--- config.mk ---
export PLATFORM = sky130hd
export DESIGN_NAME = psu_pmbus_target_interface
export DESIGN_NICKNAME = d
export VERILOG_FILES = /design/src/design/psu_pmbus_target_interface.v
export VERILOG_INCLUDE_DIRS = /design/src /design/src/design
export SDC_FILE = /design/constraint.sdc
export NUM_CORES = 1
export LEC_CHECK = 0
export BUFFER_PORTS_ARGS = -buffer_cell sky130_fd_sc_hd__buf_2
export CORE_MARGIN = 5
export CORE_UTILIZATION = 40
export DETAILED_ROUTE_END_ITERATION = 12
export GPL_TIMING_DRIVEN = 0
export MAX_ROUTING_LAYER = met4
export SLEW_MARGIN = 20
export SYNTH_ARGS = -nofsm -noshare
export SYNTH_HDL_FRONTEND = slang
export SYNTH_SLANG_ARGS = --single-unit
--- constraint.sdc ---
create_clock -name clock -period 2.2 [get_ports clock]
set_input_delay 0.22 -clock clock [delete_from_list [all_inputs] [get_ports clock]]
set_output_delay 0.22 -clock clock [all_outputs]
set_load 0.05 [all_outputs]
--- src/design/pmbus_target_consts.vh ---
`ifndef PMBUS_TARGET_CONSTS_VH
`define PMBUS_TARGET_CONSTS_VH

// Controller clock rate and lock-up limit
`define CLOCK_KHZ 125000
`define LOCKUP_MS 35
`define LOCK_WIDTH 23

// Addressing
`define TARGET_PREFIX 4'hB
`define BROADCAST_ADDR 7'h00

// Check byte
`define CRC_POLY 8'h07
`define CRC_INIT 8'h00

// Command codes with side effects in this block
`define CMD_CLEAR_FAULTS 8'h03
`define CMD_STATUS_WORD 8'h79

// Word formats
`define VOUT_EXPONENT 5'h09
`define EXP_MSB 15
`define EXP_LSB 11
`define MANT_MSB 10

// Filler sent after the check byte
`define PAD_BYTE 8'hFF

// Serial state, one-hot
`define ST_IDLE 6'h01
`define ST_ADDR 6'h02
`define ST_ACK 6'h04
`define ST_RX 6'h08
`define ST_TX 6'h10
`define ST_HACK 6'h20

`define BIT_LAST 4'h8
`define COUNT_MAX 6'h3F

`endif

--- src/design/psu_pmbus_target_interface.v ---
// Function
// - Bus low over 35 ms aborts, releases lines
// - Works at 100 and 400 kHz, default 100
// - Commands run with or without check byte
// - Check byte is CRC-8, x8+x2+x+1
// - CRC spans all bytes, incl. read setup
// - Last data sender appends check byte
// - Alert high normally, latched low on change
// - Alert reasserts if alarm persists after clear
// - Alert on listed faults and bus errors
// - Alert clears on clear, recycle, status read
// - Standard write framing, low byte first
// - Standard read returns low byte first
// - Over two bytes use block write format
// - Block read: count, up to 48, check
// - Linear word: 5-bit exponent, 11-bit mantissa
// - Output voltage: 16-bit mantissa, exponent 9
// - Stretch only after ninth bit, 25 ms max; this block never stretches the clock
// - Answer 1011 plus pins, and broadcast 0x00
`include "pmbus_target_consts.vh"

module psu_pmbus_target_interface
#(
   parameter [`LOCK_WIDTH-1:0] LOCKUP_CYCLES = `LOCKUP_MS * `CLOCK_KHZ,
   parameter FLAG_WIDTH = 6
)
(
   input wire clock,
   input wire rst_n,
   input wire sclIn,
   output wire sclOut,
   output wire sclOe,
   input wire sdaIn,
   output wire sdaOut,
   output reg sdaOe,
   input wire [2:0] addressSelectPins,
   output wire alertOut,
   output reg alertOe,
   input wire enablePinN,
   input wire [FLAG_WIDTH-1:0] statusFlags,
   input wire invalidCommand,
   input wire outputOnCmd,
   input wire [5:0] writeLength,
   input wire [5:0] readLength,
   input wire [7:0] txData,
   input wire voutFormat,
   output reg [7:0] cmdCode,
   output reg cmdValid,
   output reg [7:0] rxData,
   output reg rxValid,
   output reg [15:0] writeWord,
   output reg writeExec,
   output reg pecPresent,
   output reg pecError,
   output reg readReq,
   output reg [5:0] readIndex,
   output reg [4:0] wordExponent,
   output reg [15:0] wordMantissa,
   output reg busAbort
);

   function [7:0] crc8;
      input [7:0] c;
      input [7:0] d;
      integer i;
      reg [7:0] r;
      begin
         r = c ^ d;
         for (i = 0; i < 8; i = i + 1)
         begin
            r = r[7] ? ((r << 1) ^ `CRC_POLY) : (r << 1);
         end
         crc8 = r;
      end
   endfunction

   reg [1:0] sclSync;
   reg [1:0] sdaSync;
   reg [1:0] enSync;
   reg [2:0] addrMeta;
   reg [2:0] addrSel;
   reg sclPrev;
   reg sdaPrev;
   reg [5:0] state;
   reg [3:0] bitCnt;
   reg [7:0] shift;
   reg readMode;
   reg gotCmd;
   reg inFrame;
   reg hostAck;
   reg [5:0] byteNum;
   reg [7:0] crc;
   reg [`LOCK_WIDTH-1:0] lockCnt;
   reg clearFaults;
   reg statusRead;
   reg [FLAG_WIDTH-1:0] flagsPrev;
   reg enablePrev;
   reg opPrev;
   reg recheck;

   wire scl = sclSync[1];
   wire sda = sdaSync[1];
   wire sclRise = scl & ~sclPrev;
   wire sclFall = ~scl & sclPrev;
   wire startSeen = scl & sclPrev & sdaPrev & ~sda;
   wire stopSeen = scl & sclPrev & ~sdaPrev & sda;
   wire lockHit = (lockCnt == LOCKUP_CYCLES - 1'b1);
   wire addrMatch = (shift[7:1] == {`TARGET_PREFIX, addrSel}) ||
      ((shift[7:1] == `BROADCAST_ADDR) && !shift[0]);
   // Check byte follows the last data byte; padding after that
   wire [7:0] txSel = (readIndex == readLength) ? crc :
      ((readIndex > readLength) ? `PAD_BYTE : txData);
   wire enableOn = ~enSync[1];
   wire anyEvent = (|(statusFlags ^ flagsPrev)) | pecError | invalidCommand | busAbort;
   wire anyClear = clearFaults | statusRead | (enableOn & ~enablePrev) | (outputOnCmd & ~opPrev);

   // Open drain: only the enables move; the clock is never stretched
   assign sclOut = 1'b0;
   assign sclOe = 1'b0;
   assign sdaOut = 1'b0;
   assign alertOut = 1'b0;

   // Oversampling at the controller rate covers both bus speeds
   always @(posedge clock)
   begin
      if (!rst_n)
      begin
         sclSync <= 2'h3;
         sdaSync <= 2'h3;
         enSync <= 2'h3;
         addrMeta <= 3'h7;
         addrSel <= 3'h7;
         sclPrev <= 1'b1;
         sdaPrev <= 1'b1;
      end
      else
      begin
         sclSync <= {sclSync[0], sclIn};
         sdaSync <= {sdaSync[0], sdaIn};
         enSync <= {enSync[0], enablePinN};
         addrMeta <= addressSelectPins;
         addrSel <= addrMeta;
         sclPrev <= scl;
         sdaPrev <= sda;
      end
   end

   // Traffic and stretching both see the lines high now and then
   always @(posedge clock)
   begin
      if (!rst_n)
         lockCnt <= {`LOCK_WIDTH{1'b0}};
      else if (scl & sda)
         lockCnt <= {`LOCK_WIDTH{1'b0}};
      else if (lockCnt != LOCKUP_CYCLES)
         lockCnt <= lockCnt + 1'b1;
   end

   always @(posedge clock)
   begin
      if (!rst_n)
      begin
         state <= `ST_IDLE;
         bitCnt <= 4'h0;
         shift <= 8'h00;
         readMode <= 1'b0;
         gotCmd <= 1'b0;
         inFrame <= 1'b0;
         hostAck <= 1'b0;
         byteNum <= 6'h00;
         crc <= `CRC_INIT;
         sdaOe <= 1'b0;
         cmdCode <= 8'h00;
         cmdValid <= 1'b0;
         rxData <= 8'h00;
         rxValid <= 1'b0;
         writeWord <= 16'h0000;
         writeExec <= 1'b0;
         pecPresent <= 1'b0;
         pecError <= 1'b0;
         readReq <= 1'b0;
         readIndex <= 6'h00;
         busAbort <= 1'b0;
         clearFaults <= 1'b0;
         statusRead <= 1'b0;
      end
      else
      begin
         cmdValid <= 1'b0;
         rxValid <= 1'b0;
         writeExec <= 1'b0;
         pecError <= 1'b0;
         readReq <= 1'b0;
         busAbort <= 1'b0;
         clearFaults <= 1'b0;
         statusRead <= 1'b0;
         if (lockHit)
         begin
            state <= `ST_IDLE;
            sdaOe <= 1'b0;
            inFrame <= 1'b0;
            gotCmd <= 1'b0;
            readMode <= 1'b0;
            busAbort <= 1'b1;
         end
         else if (startSeen)
         begin
            state <= `ST_ADDR;
            bitCnt <= 4'h0;
            sdaOe <= 1'b0;
            inFrame <= 1'b1;
            // Repeated start keeps the sum running
            if (!inFrame)
               crc <= `CRC_INIT;
         end
         else if (stopSeen)
         begin
            if (inFrame && gotCmd && !readMode)
            begin
               pecPresent <= (byteNum > writeLength);
               if ((byteNum > writeLength) && (crc != 8'h00))
                  pecError <= 1'b1;
               else
               begin
                  writeExec <= 1'b1;
                  clearFaults <= (cmdCode == `CMD_CLEAR_FAULTS);
               end
            end
            if (inFrame && gotCmd && readMode && (readIndex != 6'h00))
               statusRead <= (cmdCode == `CMD_STATUS_WORD);
            state <= `ST_IDLE;
            sdaOe <= 1'b0;
            inFrame <= 1'b0;
            gotCmd <= 1'b0;
            readMode <= 1'b0;
         end
         else
         begin
            case (state)
               `ST_ADDR, `ST_RX:
               begin
                  if (sclRise)
                  begin
                     shift <= {shift[6:0], sda};
                     bitCnt <= bitCnt + 4'h1;
                  end
                  else if (sclFall && (bitCnt == `BIT_LAST))
                  begin
                     if (state == `ST_ADDR)
                     begin
                        if (addrMatch)
                        begin
                           state <= `ST_ACK;
                           sdaOe <= 1'b1;
                           crc <= crc8(crc, shift);
                           readMode <= shift[0];
                           readIndex <= 6'h00;
                           readReq <= shift[0];
                        end
                        else
                           state <= `ST_IDLE;
                     end
                     else
                     begin
                        state <= `ST_ACK;
                        sdaOe <= 1'b1;
                        crc <= crc8(crc, shift);
                        if (!gotCmd)
                        begin
                           cmdCode <= shift;
                           cmdValid <= 1'b1;
                           gotCmd <= 1'b1;
                           byteNum <= 6'h00;
                        end
                        else
                        begin
                           rxData <= shift;
                           rxValid <= 1'b1;
                           if (byteNum != `COUNT_MAX)
                              byteNum <= byteNum + 6'h01;
                           if (byteNum == 6'h00)
                              writeWord[7:0] <= shift;
                           if (byteNum == 6'h01)
                              writeWord[15:8] <= shift;
                        end
                     end
                  end
               end
               `ST_ACK, `ST_HACK:
               begin
                  if (sclRise)
                     hostAck <= ~sda;
                  else if (sclFall)
                  begin
                     bitCnt <= 4'h0;
                     if (readMode && ((state == `ST_ACK) || hostAck))
                     begin
                        state <= `ST_TX;
                        shift <= txSel;
                        sdaOe <= ~txSel[7];
                        crc <= crc8(crc, txSel);
                        if (readIndex != `COUNT_MAX)
                           readIndex <= readIndex + 6'h01;
                        readReq <= 1'b1;
                     end
                     else if (readMode)
                     begin
                        state <= `ST_IDLE;
                        sdaOe <= 1'b0;
                     end
                     else
                     begin
                        state <= `ST_RX;
                        sdaOe <= 1'b0;
                     end
                  end
               end
               `ST_TX:
               begin
                  if (sclRise)
                     bitCnt <= bitCnt + 4'h1;
                  else if (sclFall)
                  begin
                     if (bitCnt == `BIT_LAST)
                     begin
                        state <= `ST_HACK;
                        sdaOe <= 1'b0;
                     end
                     else
                     begin
                        shift <= {shift[6:0], 1'b0};
                        sdaOe <= ~shift[6];
                     end
                  end
               end
               default:
               begin
                  sdaOe <= 1'b0;
               end
            endcase
         end
      end
   end

   // Word view for the command executor
   always @(posedge clock)
   begin
      if (!rst_n)
      begin
         wordExponent <= 5'h00;
         wordMantissa <= 16'h0000;
      end
      else if (voutFormat)
      begin
         wordExponent <= `VOUT_EXPONENT;
         wordMantissa <= writeWord;
      end
      else
      begin
         wordExponent <= writeWord[`EXP_MSB:`EXP_LSB];
         wordMantissa <= {{5{writeWord[`MANT_MSB]}}, writeWord[`MANT_MSB:0]};
      end
   end

   // New events beat a clear in the same cycle
   always @(posedge clock)
   begin
      if (!rst_n)
      begin
         alertOe <= 1'b0;
         flagsPrev <= {FLAG_WIDTH{1'b0}};
         enablePrev <= 1'b0;
         opPrev <= 1'b0;
         recheck <= 1'b0;
      end
      else
      begin
         flagsPrev <= statusFlags;
         enablePrev <= enableOn;
         opPrev <= outputOnCmd;
         recheck <= anyClear;
         if (anyEvent || (recheck && (|statusFlags)))
            alertOe <= 1'b1;
         else if (anyClear)
            alertOe <= 1'b0;
      end
   end

endmodule // psu_pmbus_target_interface

After elaboration in Yosys (flattened, before gate mapping). Index checks and enable logic that the tools add are counted.

Register bits: 152. Latch bits: 0. RAM bits: 0. Memory bits (read-only): 0. Input port bits: 37. Output and inout port bits: 72. Logic and storage cells: 317. Memories kept: 0.

Add/subtract/negate cells: 4. $mul: 0. Div/mod/pow operators: 0. Magnitude comparators: 2. Eq/ne operators: 48. Shifts and indexed selects: 0. Muxes and demuxes: 109. Bitwise logic cells: 55. Reduce and logical (&&, ||, !) cells: 58.

Operators with widths (number): $mux W8 (19); $mux W6 (18); $mux W3 (17); $not A3 Y3 (16); $reduce_and A8 Y1 (5); $mux W1 (37); $ne A2 B2 Y1 const B (16); $ne A4 B4 Y1 const B (8); $mux W4 (7); $pmux W8 S3 (1); $add A23 B1 Y23 const B (1); $eq A23 B23 Y1 const B (1); $ne A23 B23 Y1 const B (1); $not A1 Y1 (20); $ne A3 B3 Y1 const B (6); $pmux W6 S3 (1); $reduce_and A9 Y1 (2); $reduce_or A6 Y1 (3); $mux W16 (1); $pmux W8 S2 (1); $xor A8 B8 Y8 (2); $reduce_bool A2 Y1 (7); $add A6 B1 Y6 const B (2); $gt A6 B6 Y1 (2); 45 further kinds (82).

Depth between registers and ports, before layout.
Depth after elaboration: 26. Mapped depth: 10. Depth with buffers taken out: 9.

Worst setup path after synthesis. Ideal clock, no wire load.

Path type: register to register. Start point: reg readIndex[4]. End point: reg crc[6]. Setup time: 0.071 ns. Data arrival time: 2.463 ns. Required time: 2.129 ns. Path slack: -0.334 ns. Stages on the path, launching flop included: 10. Path buffers: 1. Clock period less this slack: 2.534 ns. Cells stage by stage: dfxtp_1 ha_1 a21oi_1 a21boi_1 or3_1 clkbuf_1 o21a_1 nor4_1 a21oi_1 o2bb2ai_1.

Cells in the longest elaborated chain, start to end: 15. Elaborated cells between the ends (all ways): 16. Those cells by class: 1 x order compare; 1 x eq/ne; 11 x mux; 3 x bitwise.

Ends and longest elaborated chain: start, declared (RTL line psu_pmbus_target_interface.v:56) `output reg [5:0] readIndex,`; start signal, assigned (RTL line psu_pmbus_target_interface.v:303) `readIndex <= readIndex + 6'h01;`; $gt A6 B6 Y1 (RTL line psu_pmbus_target_interface.v:112) `` ((readIndex > readLength) ? `PAD_BYTE : txData); ``; $mux W8 (RTL line psu_pmbus_target_interface.v:112); $mux W8 * (RTL line psu_pmbus_target_interface.v:111) `wire [7:0] txSel = (readIndex == readLength) ? crc :`; $xor A8 B8 Y8 * (RTL line psu_pmbus_target_interface.v:68) `r = c ^ d;`; $mux W3 (RTL line psu_pmbus_target_interface.v:71) `` r = r[7] ? ((r << 1) ^ `CRC_POLY) : (r << 1); ``; $not A3 Y3 (no line); $mux W3 (RTL line psu_pmbus_target_interface.v:71); $not A3 Y3 (no line); $mux W3 * (RTL line psu_pmbus_target_interface.v:71); $mux W8 * (RTL line psu_pmbus_target_interface.v:296) `` if (readMode && ((state == `ST_ACK) || hostAck)) ``; $mux W8 * (RTL line psu_pmbus_target_interface.v:293) `else if (sclFall)`; $mux W8 * (RTL line psu_pmbus_target_interface.v:291) `if (sclRise)`; $pmux W8 S2 * (RTL line psu_pmbus_target_interface.v:239) `case (state)`; $mux W8 * (RTL line psu_pmbus_target_interface.v:216) `else if (stopSeen)`; $mux W8 * (RTL line psu_pmbus_target_interface.v:206) `else if (startSeen)`; end signal, assigned (RTL line psu_pmbus_target_interface.v:214) `` crc <= `CRC_INIT; ``; end signal, assigned (RTL line psu_pmbus_target_interface.v:255) `crc <= crc8(crc, shift);`; end signal, assigned (RTL line psu_pmbus_target_interface.v:301) `crc <= crc8(crc, txSel);`; end, declared (RTL line psu_pmbus_target_interface.v:92) `reg [7:0] crc;`.

Mark *: on every way between the ends. The rest lies on a longest branch, timed or not. The select of a mux whose other input is x is not followed. A chain may end at the register's enable or synchronous reset.

Worst setup path after layout.
Start point: reg state[0]. End point: reg readIndex[3].

Cells in the longest elaborated chain, start to end: 5. Elaborated cells between the ends (all ways): 19. Those cells by class: 12 x eq/ne; 1 x mux; 6 x reduce/logical.

Ends and longest elaborated chain: start, declared (RTL line psu_pmbus_target_interface.v:84) `reg [5:0] state;`; start signal, assigned (RTL line psu_pmbus_target_interface.v:163) `` state <= `ST_IDLE; ``; start signal, assigned (RTL line psu_pmbus_target_interface.v:199) `` state <= `ST_IDLE; ``; start signal, assigned (RTL line psu_pmbus_target_interface.v:208) `` state <= `ST_ADDR; ``; $eq A6 B3 Y1 (RTL line psu_pmbus_target_interface.v:239); $logic_or A1 B1 Y1 (RTL line psu_pmbus_target_interface.v:296); $logic_and A1 B1 Y1 (RTL line psu_pmbus_target_interface.v:296); $ne A2 B2 Y1 (no line); $reduce_and A12 Y1 (no line).

Parallel ways exist; a longest one is shown, timed or not.

==> reports/results.ini <==
[run_status]
status = finished, violations left
violations = negative setup slack

[floorplanning]
die_h_um = 145
core_area_sq_um = 18000
die-area_sq_um = 21000
rows = 49
start_util_pct = 40.6
die_w_um = 145
io-pin-count = 109

[global_routing]
grt_pass1_vias = 6286
grt_max_degree = 17
antenna_found_initial = 0
track_usage_pct = 19.4
grt_pass1_wl_um = 32700
gr-total-overflow = 0

[logic_synthesis]
synth_edf_count = 0
synth.cell_area_sq_um = 7290
synth_cells = 846
synth.distinct_cells = 67
yosysSeqAreaShare_pct = 41.8
yosysWarnings = 0
synthArstFlopShare_pct = 0
ys.flop_type = dfxtp_1
synth_seq_cells = 152
avgSynthCellArea_sq_um = 8.61

[clock_network]
clock_path_buffers = 2
cts_sinks = 152
cts_root_buf = clkbuf_16
insertion_delay_ns = 0.42
clkTransAtPathRegs_ns = 0.06
h-tree-depth = 4
cts_tree = done
cts_buffers = 17

[routing]
drt_pass1_iterations = 4
drtIter0Drc = 298
finalWirelength_um = 20000
met2_length_um = 9550
dr.max_layer_used = met4
wl_met3_um = 807
routedWlPerCell_um = 16.1
drc = 0
drtAntennaViolNets = 0
vias_per_cell = 5.17
drt-met1-wl_um = 9140
via_count = 6431

[power_and_ir_drop]
vdd_ir_drop_max_v = 0.000561
leakage_nw = 3.99
p_total_mw = 5.96
powerDensity_nw_per_um2 = 631

[setup_path]
cp_data_required_time_ns = 2.54
path_max_fanout = 5
arrival_ns = 2.63
worstSetupPathType = reg2reg
startpoint_type = flop
end_kind = flop

[timing]
relSlewSlack_pct = 41.3
max_freq_mhz = 437
hold_viol_final = 0
fin_crit_ns = 2.29
finalCritPeriodShare_pct = 104
fin_skew_ns = 0.00747
grt_setup_unrepaired = true
slew_violations = 0
fin_ws_ns = -0.0899
setup_tns_ns = -0.578
tightest_slew_ns = 0.872
finalSetupViolCount = 13

[placed_design]
dp_hpwl_um = 14100
gp_congestion = 0.861
io_buffers = 102

[final_layout]
layout_common_cells = dfxtp_1, buf_2, nor2_1
final_common_cell = dfxtp_1
num_antenna_cells = 0
drive_above_1_share_pct = 26.9
fill_cells = 1707
areaGrowthSynthToFinish_pct = 29.6
nets = 1059

[flow_run]
maxCapViolations = 0

[worst_hold_path]
hp-class = in2reg

## cell usage after synthesis, types with 5 or more instances
cell type	count	area, sq um
o21a_1	7	52.6
nand3_1	27	135
xor2_1	35	307
clkbuf_1	30	113
o21ai_0	21	105
buf_2	7	35.0
a21oi_1	45	225
dfxtp_1	152	3040
nor4b_1	5	43.8
and2_1	16	100
mux2i_1	33	330
o2bb2ai_1	7	61.3
nor2_1	91	342
ha_1	21	263
nand4_1	9	56.3
nand2_1	87	327
nor4_1	13	81.3
or3_1	11	68.8
nor3_1	23	115
a31oi_1	5	31.3
or4_1	6	45.0
xnor2_1	43	377
inv_1	39	146
and3_1	10	62.6
buf_4	5	37.5
nand2b_1	21	131
## cell families (layout without fill, tap and decap cells)
logic type                 count (synthesis)  count (layout)  synth area share [%]
xor gates and xnor gates                  78              78                  9.37
and+or+nand+nor                          355             355                  25.0
buffers and inverters                     87             252                  5.06
muxes                                     34              34                  4.69
adders and majority gates                 21              21                  3.61
other                                      1               4                0.0515
DFF                                      152             152                  41.8
AOI/OAI and AO/OA                        118             118                  10.4
## final cells by class
cell class	instances	area [sq um]	area share [%]
buffer	41	253	2.68
clock buffer	21	450	4.77
timing repair buffer	140	835	8.84
inverter	39	150	1.59
tap	229	287	3.03
sequential	152	3080	32.6
clock inverter	11	114	1.21
multi-input combinational	610	4280	45.3
## per-stage QoR
step / hold slack, ns / util [%] / setup slack [ns] / instances / instance area, sq um
final: 0.0330 / 52.6 / -0.0899 / 1243 / 9440
after global routing: 0.0307 / 52.6 / -0.162 / 1243 / 9440
after CTS: 0.0223 / 51.0 / -0.128 / 1229 / 9170
after detailed placement: 0.397 / 45.5 / -0.388 / 1180 / 8170
after global placement: 0.391 / 45.5 / -0.374 / 1180 / 8170
after floorplan: 0.321 / - / -0.0118 / 849 / 7370
## flip-flops by register name (all words and copies together) (netlist names), 3 cells and up
| name | flops |
|---|---|
| rxData | 8 |
| crc | 8 |
| lockCnt | 23 |
| wordMantissa | 16 |
| addrSel | 3 |
| bitCnt | 4 |
| flagsPrev | 6 |
| shift | 8 |
| cmdCode | 8 |
| wordExponent | 5 |
| readIndex | 6 |
| byteNum | 6 |
| writeWord | 16 |
| state | 6 |
| addrMeta | 3 |
## critical path, stage by stage, from the launching register on
cell and delay (ns):
dfxtp_4 0.36, or4_4 0.55, nor3_4 0.19, nand2_1 0.07, a2111o_1 0.44, buf_6 0.14, or3_1 0.31, a21oi_1 0.14
## path summary, 6_finish.rpt
| path | from | to | slack, ns | depth (start not counted) |
|---|---|---|---|---|
| setup / recovery | state[0] | readIndex[3] | -0.09 | 7 |
| hold / removal | outputOnCmd | opPrev | 0.03 | 3 |
| setup reg to reg | state[0] | readIndex[3] | -0.09 | 7 |
| hold reg to reg | addrMeta[2] | addrSel[2] | 0.41 | 1 |
## layer usage
layer / vias up / track usage (%)
met1: 3048 / 24.6
met5: - / -
met3: 30 / 3.96
met2: 149 / 31.0
li1: 3204 / -
met4: 0 / 6.50
## timing repair
| action | CTS | global route |
|---|---|---|
| setup buffers | 15 | 14 |
| pin swaps | 25 | 26 |
| setup endpoints to repair | 69 | 63 |
| resized for setup | 67 | 55 |
| gates cloned | 2 | 1 |
| hold buffers | 6 | 0 |
| hold endpoints to repair | 6 | 0 |
## report_power, final
part	switching, mW	leakage [nW]	internal, mW
Combinational	0.214	2.48	0.148
Sequential	0.0169	1.24	2.77
Clock	1.20	0.271	1.61
Total	1.43	3.99	4.53
Power figures use the tool's default switching activity.
